`src/shared/rcr_pkg.sv`:
```
/*
  Package for the regulator control register bank: register indices, field
  positions, reset values and the power-mode encoding.
  Assumes a 32-bit Avalon-MM slave with one aligned word per register.
*/
package rcr_pkg;

  // ----------------------------------------------------------------------
  // register indices and byte addresses
  // ----------------------------------------------------------------------
  // some offsets are odd, so each is an index and the byte address is 4x
  localparam logic [7:0] IDX_BUCK3_CTRL1  = 8'h42;
  localparam logic [7:0] IDX_BACKUP_CTRL  = 8'h48;
  localparam logic [7:0] IDX_DDRREF_CTRL  = 8'h4A;
  localparam logic [7:0] IDX_LR1_LEVEL    = 8'h4C;
  localparam logic [7:0] IDX_LR1_CTRL     = 8'h4D;
  localparam logic [7:0] IDX_LR2_LEVEL    = 8'h4F;
  localparam logic [7:0] IDX_LR2_CTRL     = 8'h50;
  localparam int         ADDR_W           = 10;

  // ----------------------------------------------------------------------
  // field positions
  // ----------------------------------------------------------------------
  localparam int ILIM_LSB     = 0;
  localparam int TMODE_BIT    = 4;
  localparam int BOS_BIT      = 4;
  localparam int BGOFF_BIT    = 5;
  localparam int EN_BIT       = 0;
  localparam int STBY_BIT     = 1;
  localparam int SLP_BIT      = 2;
  localparam int LPWR_BIT     = 3;
  localparam int LSW_BIT      = 4;
  localparam int LR1_LVL_W    = 5;
  localparam int LR2_LVL_W    = 4;

  // ----------------------------------------------------------------------
  // writable masks and reset values
  // ----------------------------------------------------------------------
  localparam logic [7:0] MASK_BUCK3   = 8'h13;
  localparam logic [7:0] MASK_BACKUP  = 8'h3F;
  localparam logic [7:0] MASK_DDRREF  = 8'h0F;
  localparam logic [7:0] MASK_LR1_LVL = 8'h1F;
  localparam logic [7:0] MASK_LR1     = 8'h1F;
  localparam logic [7:0] MASK_LR2_LVL = 8'h0F;
  localparam logic [7:0] MASK_LR2     = 8'h0F;
  localparam logic [7:0] RST_ZERO     = 8'h00;

  // current-limit codes, typical 1.0 / 1.2 / 1.5 / 2.0 A
  localparam logic [1:0] ILIM_1A0 = 2'h0;
  localparam logic [1:0] ILIM_1A2 = 2'h1;
  localparam logic [1:0] ILIM_1A5 = 2'h2;
  localparam logic [1:0] ILIM_2A0 = 2'h3;

  // ----------------------------------------------------------------------
  // power modes of the device
  // ----------------------------------------------------------------------
  localparam logic [1:0] MODE_RUN   = 2'h0;
  localparam logic [1:0] MODE_STBY  = 2'h1;
  localparam logic [1:0] MODE_SLEEP = 2'h2;

endpackage

```
`src/logic/rcr_rail_ctl.sv`:
```
/*
  Per-rail enable decoder: turns run/standby/sleep enables and the
  present power mode into an on level and a low-power level.
  Assumes the mode input is already synchronous to mclk_i.
*/
`timescale 1ns/10ps
`default_nettype none

module rcr_rail_ctl (
  input  wire logic [1:0] mode_i,       // present power mode
  input  wire logic       enable_i,     // main enable
  input  wire logic       stby_en_i,    // on in standby
  input  wire logic       sleep_en_i,   // on in sleep
  input  wire logic       low_pwr_i,    // low-power request
  input  wire logic       lp_any_i,     // low power also in run
  output logic            on_o,         // rail on
  output logic            lp_o          // rail in low-power mode
);

  always_comb begin
    on_o = 1'b0;
    case (mode_i)
      rcr_pkg::MODE_RUN:   on_o = enable_i;
      rcr_pkg::MODE_STBY:  on_o = enable_i & stby_en_i;
      rcr_pkg::MODE_SLEEP: on_o = enable_i & sleep_en_i;
      default:             on_o = 1'b0;
    endcase
    // low power only in the quiet modes unless the rail allows it always
    lp_o = on_o & low_pwr_i & (lp_any_i | (mode_i != rcr_pkg::MODE_RUN));
  end

endmodule

`default_nettype wire

```
`src/logic/rcr_regs.sv`:
```
/*
  Regulator control register bank: seven 8-bit registers behind an
  Avalon-MM slave, fuse preload on reset release, and decoded rail
  controls for the third buck, the backup supply, the DDR reference and
  the first two linear regulators.
  Assumes fuse values and mode inputs come from the device's own clock
  domain; the undervoltage comparator is asynchronous and is synchronised.
*/
`timescale 1ns/10ps
`default_nettype none

// Summary of operation
// - buck3 limit code 00..11 gives 1.0-2.0 A
// - force bit runs best-of-supply regardless of undervoltage
// - bandgap-off bit kills coin-cell bandgap
// - ddr reference bit 0 enables it
// - ddr standby bit needs main enable
// - ddr sleep bit needs main enable
// - ddr low-power bit selects low-power mode
// - linreg1 level is 5-bit, fuse loaded
// - linreg enable bits fuse loaded, software clearable
// - linreg1 standby bit keeps it on
// - linreg1 sleep bit keeps it on
// - linreg1 low-power only in standby and sleep
// - software may only move the load switch 0 to 1
// - load switch bit makes regulator fully on
// - linreg2 level is 4-bit, fuse loaded
module rcr_regs (
  input  wire logic        mclk_i,            // 125 MHz clock
  input  wire logic        sys_rst_i,         // sync reset, active high
  // avalon-mm slave
  input  wire logic [9:0]  avs_address_i,     // byte address
  input  wire logic        avs_read_i,        // read request
  input  wire logic        avs_write_i,       // write request
  input  wire logic [31:0] avs_writedata_i,   // write data
  input  wire logic [3:0]  avs_byteenable_i,  // byte enables
  output logic [31:0]      avs_readdata_o,    // read data
  output logic             avs_waitrequest_o, // stall
  output logic [1:0]       avs_response_o,    // 00 ok, 10 slave error
  // fuse preload
  input  wire logic        fuse_load_i,       // pulse: reload from fuses
  input  wire logic [4:0]  fuse_lr1_level_i,  // linreg1 level
  input  wire logic [3:0]  fuse_lr2_level_i,  // linreg2 level
  input  wire logic [1:0]  fuse_ilim_i,       // buck3 limit code
  input  wire logic        fuse_lr1_en_i,     // linreg1 in sequence
  input  wire logic        fuse_lr2_en_i,     // linreg2 in sequence
  input  wire logic        fuse_ddr_en_i,     // ddr ref in sequence
  input  wire logic        fuse_lr1_lsw_i,    // linreg1 load switch
  // device state
  input  wire logic [1:0]  power_mode_i,      // run/standby/sleep
  input  wire logic        sys_uv_async_i,    // supply below threshold
  // controls to the analog side
  output logic [1:0]       buck3_current_limit_o, // limit code
  output logic             buck3_toff_mode_o,     // 1 toff, 0 ton
  output logic             best_supply_run_o,     // best-of-supply active
  output logic             coin_cell_bandgap_off_o, // bandgap off
  output logic             ddr_ref_on_o,          // ddr ref on
  output logic             ddr_ref_lp_o,          // ddr ref low power
  output logic [4:0]       linreg1_level_o,       // linreg1 level
  output logic             linreg1_on_o,          // linreg1 on
  output logic             linreg1_lp_o,          // linreg1 low power
  output logic             linreg1_bypass_o,      // fully-on switch
  output logic [3:0]       linreg2_level_o,       // linreg2 level
  output logic             linreg2_on_o,          // linreg2 on
  output logic             linreg2_lp_o           // linreg2 low power
);

  // ----------------------------------------------------------------------
  // state
  // ----------------------------------------------------------------------
  typedef enum logic [1:0] {ST_PRELOAD, ST_IDLE, ST_DONE} rcr_phase_t;

  typedef struct packed {
    rcr_phase_t  phase;
    logic [7:0]  buck3;
    logic [7:0]  backup;
    logic [7:0]  ddr;
    logic [7:0]  lr1_lvl;
    logic [7:0]  lr1;
    logic [7:0]  lr2_lvl;
    logic [7:0]  lr2;
    logic [31:0] rdata;
    logic [1:0]  resp;
    logic        uv_meta;
    logic        uv_sync;
    logic [7:0]  ctl_out;
  } rcr_state_t;

  rcr_state_t cur;
  rcr_state_t next_cur;

  logic [7:0] wbyte;
  logic [7:0] index;
  logic       hit;
  logic [7:0] rd_val;
  logic       aligned;
  logic       ddr_on;
  logic       ddr_lp;
  logic       l1_on;
  logic       l1_lp;
  logic       l2_on;
  logic       l2_lp;

  assign wbyte   = avs_writedata_i[7:0];
  assign index   = avs_address_i[9:2];
  assign aligned = (avs_address_i[1:0] == 2'h0);

  // ----------------------------------------------------------------------
  // read decode
  // ----------------------------------------------------------------------
  always_comb begin
    hit    = aligned;
    rd_val = 8'h00;
    case (index)
      rcr_pkg::IDX_BUCK3_CTRL1: rd_val = cur.buck3;
      rcr_pkg::IDX_BACKUP_CTRL: rd_val = cur.backup;
      rcr_pkg::IDX_DDRREF_CTRL: rd_val = cur.ddr;
      rcr_pkg::IDX_LR1_LEVEL:   rd_val = cur.lr1_lvl;
      rcr_pkg::IDX_LR1_CTRL:    rd_val = cur.lr1;
      rcr_pkg::IDX_LR2_LEVEL:   rd_val = cur.lr2_lvl;
      rcr_pkg::IDX_LR2_CTRL:    rd_val = cur.lr2;
      default:                  hit    = 1'b0;
    endcase
  end

  // ----------------------------------------------------------------------
  // next state
  // ----------------------------------------------------------------------
  always_comb begin
    next_cur         = cur;
    next_cur.uv_meta = sys_uv_async_i;
    next_cur.uv_sync = cur.uv_meta;

    case (cur.phase)
      ST_PRELOAD: begin
        next_cur.phase = ST_IDLE;
      end
      ST_IDLE: begin
        if (avs_read_i || avs_write_i) begin
          next_cur.phase = ST_DONE;
          next_cur.resp  = hit ? 2'h0 : 2'h2;
          next_cur.rdata = (avs_read_i && hit) ? {24'h000000, rd_val}
                                               : 32'h00000000;
        end
      end
      ST_DONE: begin
        next_cur.phase = ST_IDLE;
      end
      default: next_cur.phase = ST_IDLE;
    endcase

    // writes land on the answering edge; masks keep unused bits zero
    // a write with lane 0 disabled leaves the register untouched
    if (cur.phase == ST_DONE && avs_write_i && hit
        && avs_byteenable_i[0]) begin
      case (index)
        rcr_pkg::IDX_BUCK3_CTRL1:
          next_cur.buck3 = wbyte & rcr_pkg::MASK_BUCK3;
        rcr_pkg::IDX_BACKUP_CTRL:
          next_cur.backup = wbyte & rcr_pkg::MASK_BACKUP;
        rcr_pkg::IDX_DDRREF_CTRL:
          next_cur.ddr = wbyte & rcr_pkg::MASK_DDRREF;
        rcr_pkg::IDX_LR1_LEVEL:
          next_cur.lr1_lvl = wbyte & rcr_pkg::MASK_LR1_LVL;
        rcr_pkg::IDX_LR1_CTRL: begin
          next_cur.lr1 = wbyte & rcr_pkg::MASK_LR1;
          // once in switch mode the bit cannot be dropped
          next_cur.lr1[rcr_pkg::LSW_BIT] = wbyte[rcr_pkg::LSW_BIT]
              | cur.lr1[rcr_pkg::LSW_BIT];
        end
        rcr_pkg::IDX_LR2_LEVEL:
          next_cur.lr2_lvl = wbyte & rcr_pkg::MASK_LR2_LVL;
        rcr_pkg::IDX_LR2_CTRL:
          next_cur.lr2 = wbyte & rcr_pkg::MASK_LR2;
        default: ;
      endcase
    end

    // fuse preload; standby enables follow the main enables by default
    if (cur.phase == ST_PRELOAD || fuse_load_i) begin
      next_cur.buck3   = {6'h00, fuse_ilim_i};
      next_cur.backup  = rcr_pkg::RST_ZERO;
      next_cur.ddr     = {6'h00, fuse_ddr_en_i, fuse_ddr_en_i};
      next_cur.lr1_lvl = {3'h0, fuse_lr1_level_i};
      next_cur.lr1     = {3'h0, fuse_lr1_lsw_i, 2'h0,
                          fuse_lr1_en_i, fuse_lr1_en_i};
      next_cur.lr2_lvl = {4'h0, fuse_lr2_level_i};
      next_cur.lr2     = {6'h00, fuse_lr2_en_i, fuse_lr2_en_i};
    end

    // analog controls are registered so they never glitch, except linreg1_lp_o, gated by the load-switch bit after its register
    next_cur.ctl_out = {
      cur.backup[rcr_pkg::BOS_BIT] | cur.uv_sync,
      cur.backup[rcr_pkg::BGOFF_BIT],
      ddr_on, ddr_lp, l1_on, l1_lp, l2_on, l2_lp};
  end

  // ----------------------------------------------------------------------
  // rail decoders
  // ----------------------------------------------------------------------
  rcr_rail_ctl u_ddr (
    .mode_i     (power_mode_i),
    .enable_i   (cur.ddr[rcr_pkg::EN_BIT]),
    .stby_en_i  (cur.ddr[rcr_pkg::STBY_BIT]),
    .sleep_en_i (cur.ddr[rcr_pkg::SLP_BIT]),
    .low_pwr_i  (cur.ddr[rcr_pkg::LPWR_BIT]),
    .lp_any_i   (1'b1),
    .on_o       (ddr_on),
    .lp_o       (ddr_lp)
  );

  rcr_rail_ctl u_lr1 (
    .mode_i     (power_mode_i),
    .enable_i   (cur.lr1[rcr_pkg::EN_BIT]),
    .stby_en_i  (cur.lr1[rcr_pkg::STBY_BIT]),
    .sleep_en_i (cur.lr1[rcr_pkg::SLP_BIT]),
    .low_pwr_i  (cur.lr1[rcr_pkg::LPWR_BIT]),
    .lp_any_i   (1'b0),
    .on_o       (l1_on),
    .lp_o       (l1_lp)
  );

  rcr_rail_ctl u_lr2 (
    .mode_i     (power_mode_i),
    .enable_i   (cur.lr2[rcr_pkg::EN_BIT]),
    .stby_en_i  (cur.lr2[rcr_pkg::STBY_BIT]),
    .sleep_en_i (cur.lr2[rcr_pkg::SLP_BIT]),
    .low_pwr_i  (cur.lr2[rcr_pkg::LPWR_BIT]),
    .lp_any_i   (1'b0),
    .on_o       (l2_on),
    .lp_o       (l2_lp)
  );

  // ----------------------------------------------------------------------
  // registers
  // ----------------------------------------------------------------------
  always_ff @(posedge mclk_i) begin
    if (sys_rst_i) begin
      cur         <= '0;
      cur.phase   <= ST_PRELOAD;
    end else begin
      cur <= next_cur;
    end
  end

  // ----------------------------------------------------------------------
  // outputs
  // ----------------------------------------------------------------------
  assign avs_waitrequest_o = (avs_read_i || avs_write_i)
                             && (cur.phase != ST_DONE);
  assign avs_readdata_o    = cur.rdata;
  assign avs_response_o    = cur.resp;

  assign buck3_current_limit_o   = cur.buck3[rcr_pkg::ILIM_LSB +: 2];
  assign buck3_toff_mode_o       = cur.buck3[rcr_pkg::TMODE_BIT];
  assign best_supply_run_o       = cur.ctl_out[7];
  assign coin_cell_bandgap_off_o = cur.ctl_out[6];
  assign ddr_ref_on_o            = cur.ctl_out[5];
  assign ddr_ref_lp_o            = cur.ctl_out[4];
  assign linreg1_level_o         = cur.lr1_lvl[rcr_pkg::LR1_LVL_W-1:0];
  // a load switch is simply fully on whenever the rail is on
  assign linreg1_on_o            = cur.ctl_out[3];
  assign linreg1_lp_o            = cur.ctl_out[2]
                                   & ~cur.lr1[rcr_pkg::LSW_BIT];
  assign linreg1_bypass_o        = cur.lr1[rcr_pkg::LSW_BIT];
  assign linreg2_level_o         = cur.lr2_lvl[rcr_pkg::LR2_LVL_W-1:0];
  assign linreg2_on_o            = cur.ctl_out[1];
  assign linreg2_lp_o            = cur.ctl_out[0];

endmodule

`default_nettype wire

```
`config.mk`:
```
export PLATFORM = sky130hd
export DESIGN_NAME = rcr_regs
export DESIGN_NICKNAME = d
export VERILOG_FILES = /design/src/shared/rcr_pkg.sv /design/src/logic/rcr_rail_ctl.sv /design/src/logic/rcr_regs.sv
export SDC_FILE = /design/constraint.sdc
export NUM_CORES = 1
export LEC_CHECK = 0
export BUFFER_PORTS_ARGS = -buffer_cell sky130_fd_sc_hd__buf_2
export CORE_ASPECT_RATIO = 1.1
export CORE_MARGIN = 2
export CORE_UTILIZATION = 53
export CTS_BUF_LIST = sky130_fd_sc_hd__clkbuf_8
export CTS_CLUSTER_SIZE = 28
export DETAILED_ROUTE_END_ITERATION = 6
export GPL_ROUTABILITY_DRIVEN = 0
export HOLD_SLACK_MARGIN = 0.12
export PLACE_DENSITY = 0.87
export SETUP_SLACK_MARGIN = 0.3
export SLEW_MARGIN = 20
export SYNTH_ARGS = -nofsm -noshare
export SYNTH_HDL_FRONTEND = slang
export SYNTH_SLANG_ARGS = --single-unit
export TNS_END_PERCENT = 10
```
`constraint.sdc`:
```
create_clock -name mclk_i -period 5.3 [get_ports mclk_i]
set_input_delay 0.795 -clock mclk_i [delete_from_list [all_inputs] [get_ports mclk_i]]
set_output_delay 0.795 -clock mclk_i [all_outputs]
set_load 0.03 [all_outputs]
```
==> run_results.csv <==
group,metric,value,unit
status,status,"complete, no violations",
drt,via_per_inst,5.903,
drt,finalWirelength,7075,µm
yosys,ys_ff_latch,50,
finish,n_fill_cell,485,
floorplanning,die-area,0.006021,mm²
critical_path,critPathLaunchType,"input port",
clock_network,cts.clk_slew.worst_paths,0.09,ns
yosys,netlist_area,0.002870,mm²
global_route,overflow,0,
critical_path,worstPathCellList,"buf_2 > or3b_4 > or4_1 > o21ai_1 > a311oi_1",
yosys,syn_inst,332,
clock_network,clkSinkCount,50,
finish,final_common_cell,"buf_2",
global_route,grt_use_total,0.2445,
drt,dr.pass1.iters,6,
timing,whs,0.4422,ns
finish,area_delta_synth_final,6.626,%
timing,hold_viol,0,
job,cap_violations,0,
placed_design,io_buffers,68,
finish,final_nets,441,
power,leakage,0.001231,µW
yosys,syn_avg_cell_area,8.645,µm²
yosys,synth_ff_type,"dfxtp_1",
yosys,yosys_warnings,0,
clock_network,clockRootBuffer,"clkbuf_8",
drt,wl_per_cell,15.93,µm
clock_network,hold_buffers,0,
floorplanning,die_w,74.17,µm
yosys,synthArstFlopShare,0,
global_route,grt_pass1_vias,2335,
yosys,seq_area_frac_synth,0.3487,
yosys,synth_edf_count,0,
critical_path,cp_slowest_cell,"or4_1",
timing,max_freq,0.4175,GHz
global_route,antenna_found_initial,0,
clock_network,ctsHtreeMaxLevel,2,
timing,drv_slew,0,
critical_path,endpoint_kind,"flop",
finish,mostFrequentLayoutCells,"buf_2, dfxtp_1, conb_1, a21oi_1, o21ai_1",
floorplanning,start_util,0.5426,
finish,postLayoutCoreUtil,0.5785,
clock_network,cts_tree,"done",
yosys,synth_area_leaders,"dfxtp_1, buf_4, a21oi_1, o21ai_1, nand3_1",
power,powerDensity,252.1,mW/mm²
timing,setup_viol,0,
floorplanning,die_h,81.18,µm
min_path,min_path_cells,2,
min_path,min_from,"cur[8]$_SDFF_PP0_",
critical_path,r2r-start,"cur[100]$_SDFFE_PP0P_",
critical_path,cp.arrival,2.58,ns
finish,regArea,0.001001,mm²
clock_network,post-cts-setup-buffers,0,
global_route,grt_pass1_wl,11340,µm
global_route,grt_max_degree,34,
min_path,hold_path.class,"reg2reg",
placed_design,hpwl,5118,µm
critical_path,path_max_fanout,20,
clock_network,cts_made_buffers,5,
floorplanning,row_count,28,
finish,drive_gt1_frac,0.2385,
critical_path,worst-path-stages,5,
timing,worst_slew_pin_slew,0.8540,ns
floorplanning,core-area,0.005290,mm²
clock_network,cts_resized,0,
yosys,synth_top_area_share,0.3487,
timing,period_share,0.4519,
critical_path,reg2reg_depth,4,
drt,drt.antenna.violating_nets,0,
critical_path,worstPathRequired,5.49,ns
finish,antenna_cells,0,
timing,tns,0,ns
yosys,ys_types,54,
critical_path,critical_path_class,"in2reg",
clock_network,cts_max_path_buffers,2,
critical_path,critPathTopFamily,"simple AND/OR/NAND/NOR gates",
yosys,synth_largest_area_cell,"dfxtp_1",
drt,drtIter0Drc,392,
min_path,min_to,"best_supply_run_o$_SDFF_PP0_",
timing,min_period,2.395,ns
timing,rsz0062_at_grt,"false",
drt,num_vias,2621,
critical_path,r2r_slack,3.18,ns
power,peakVddDrop,0.1082,mV
placed_design,placed_cell_area,0.002982,mm²
critical_path,cpPeakStageDelay,0.83,ns
finish,fin_area,0.003060,mm²
drt,post-route-drc-count,0,
finish,multi_input_area,0.001516,mm²
timing,max-slew-margin-rel,0.4294,
timing,fin_skew,0.01122,ns
clock_network,clock_latency,0.31,ns
critical_path,path_buf_inv,1,
critical_path,timing.rr.end,"buck3_current_limit_o[0]$_SDFFE_PP0P_",
floorplanning,num_io_pins,125,
==> cell families (layout without fill, tap and decap cells) <==
| logic type | count (synthesis) | after routing | synth area share |
|---|---|---|---|
| AOI/OAI and AO/OA | 100 | 100 | 0.2315 |
| and+or+nand+nor | 96 | 96 | 0.2036 |
| buffers and inverters | 70 | 81 | 0.1569 |
| DFF | 50 | 50 | 0.3487 |
| muxes | 12 | 12 | 0.04490 |
| adders and majority gates | 3 | 3 | 0.01308 |
| other | 1 | 27 | 0.001307 |
==> metal layers <==
layer,vias up,part of all wire,track usage
met4,0,0.032,0.1109
met2,154,0.48,0.3929
met5,-,0,0
met3,27,0.082,0.05831
li1,1233,-,-
met1,1207,0.41,0.3082
==> synthesized netlist by cell type (all sizes together) (3+ instances only) <==
master and n:
buf 54, nor4b 3, a22oi 5, nand3 19, and2 4, a21oi 25, mux2i 5, o2111ai 4
nor4 3, and3b 3, nor2b 6, nand3b 5, nand2 17, nor3 6, a31oi 6, or4 4
clkbuf 12, nor2 11, inv 4, ha 3, a311oi 9, a211oi 10, o21ai 25, or3 4
mux2 7, dfxtp 50, o21bai 3
==> through the flow <==
stage	setup WS (ns)	power [µW]	cells
6_report	2.905	771.4	444
2_1_floorplan	2.846	543.3	358
4_1_cts	2.923	769.5	444
3_3_place_gp	2.621	558.1	437
3_5_place_dp	2.589	561.8	437
5_1_grt	2.859	800.0	444
==> where the power goes <==
part / leakage (µW) / switching [µW] / total, µW / internal (µW)
Clock: 0.0000438 / 127 / 216 / 88.9
Combinational: 0.000778 / 106 / 152 / 45.8
Sequential: 0.000409 / 13.0 / 404 / 391
==> worst max path at each step <==
| stage | from | endpoint | slack, ns |
|---|---|---|---|
| 2_1_floorplan | avs_write_i | avs_waitrequest_o | 2.85 |
| 3_3_place_gp | avs_address_i[7] | buck3_current_limit_o[0]$_SDFFE_PP0P_ | 2.62 |
| 3_5_place_dp | avs_address_i[7] | buck3_current_limit_o[0]$_SDFFE_PP0P_ | 2.59 |
| 4_1_cts | avs_address_i[7] | buck3_current_limit_o[0]$_SDFFE_PP0P_ | 2.92 |
| 5_1_grt | avs_address_i[7] | buck3_current_limit_o[0]$_SDFFE_PP0P_ | 2.86 |
| 6_report | avs_address_i[7] | buck3_current_limit_o[0]$_SDFFE_PP0P_ | 2.90 |
==> area by class of cell <==
cell class                 instances  area share
clock inverter                     2    0.003271
clock buffer                       5     0.02249
sequential                        50      0.3271
multi-input combinational        238      0.4955
inverter                           4    0.004906
tap                               75     0.03066
timing repair buffer              70      0.1161
==> sequential cells by signal, indices dropped and copies added (netlist names), 2 cells and up <==
| signal | flops |
|---|---|
| cur | 23 |
| buck3_current_limit_o | 2 |
| avs_readdata_o | 6 |
| linreg2_level_o | 4 |
| linreg1_level_o | 5 |
==> worst reg2reg max path, delay by kind of cell, from the launching register on <==
family           cells  cell delay, ns
AND/OR/NAND/NOR      2            1.23
flip-flops           1            0.34
AO/OA/AOI/OAI        2            0.42
Note: power is estimated with default switching activity, not from simulation.
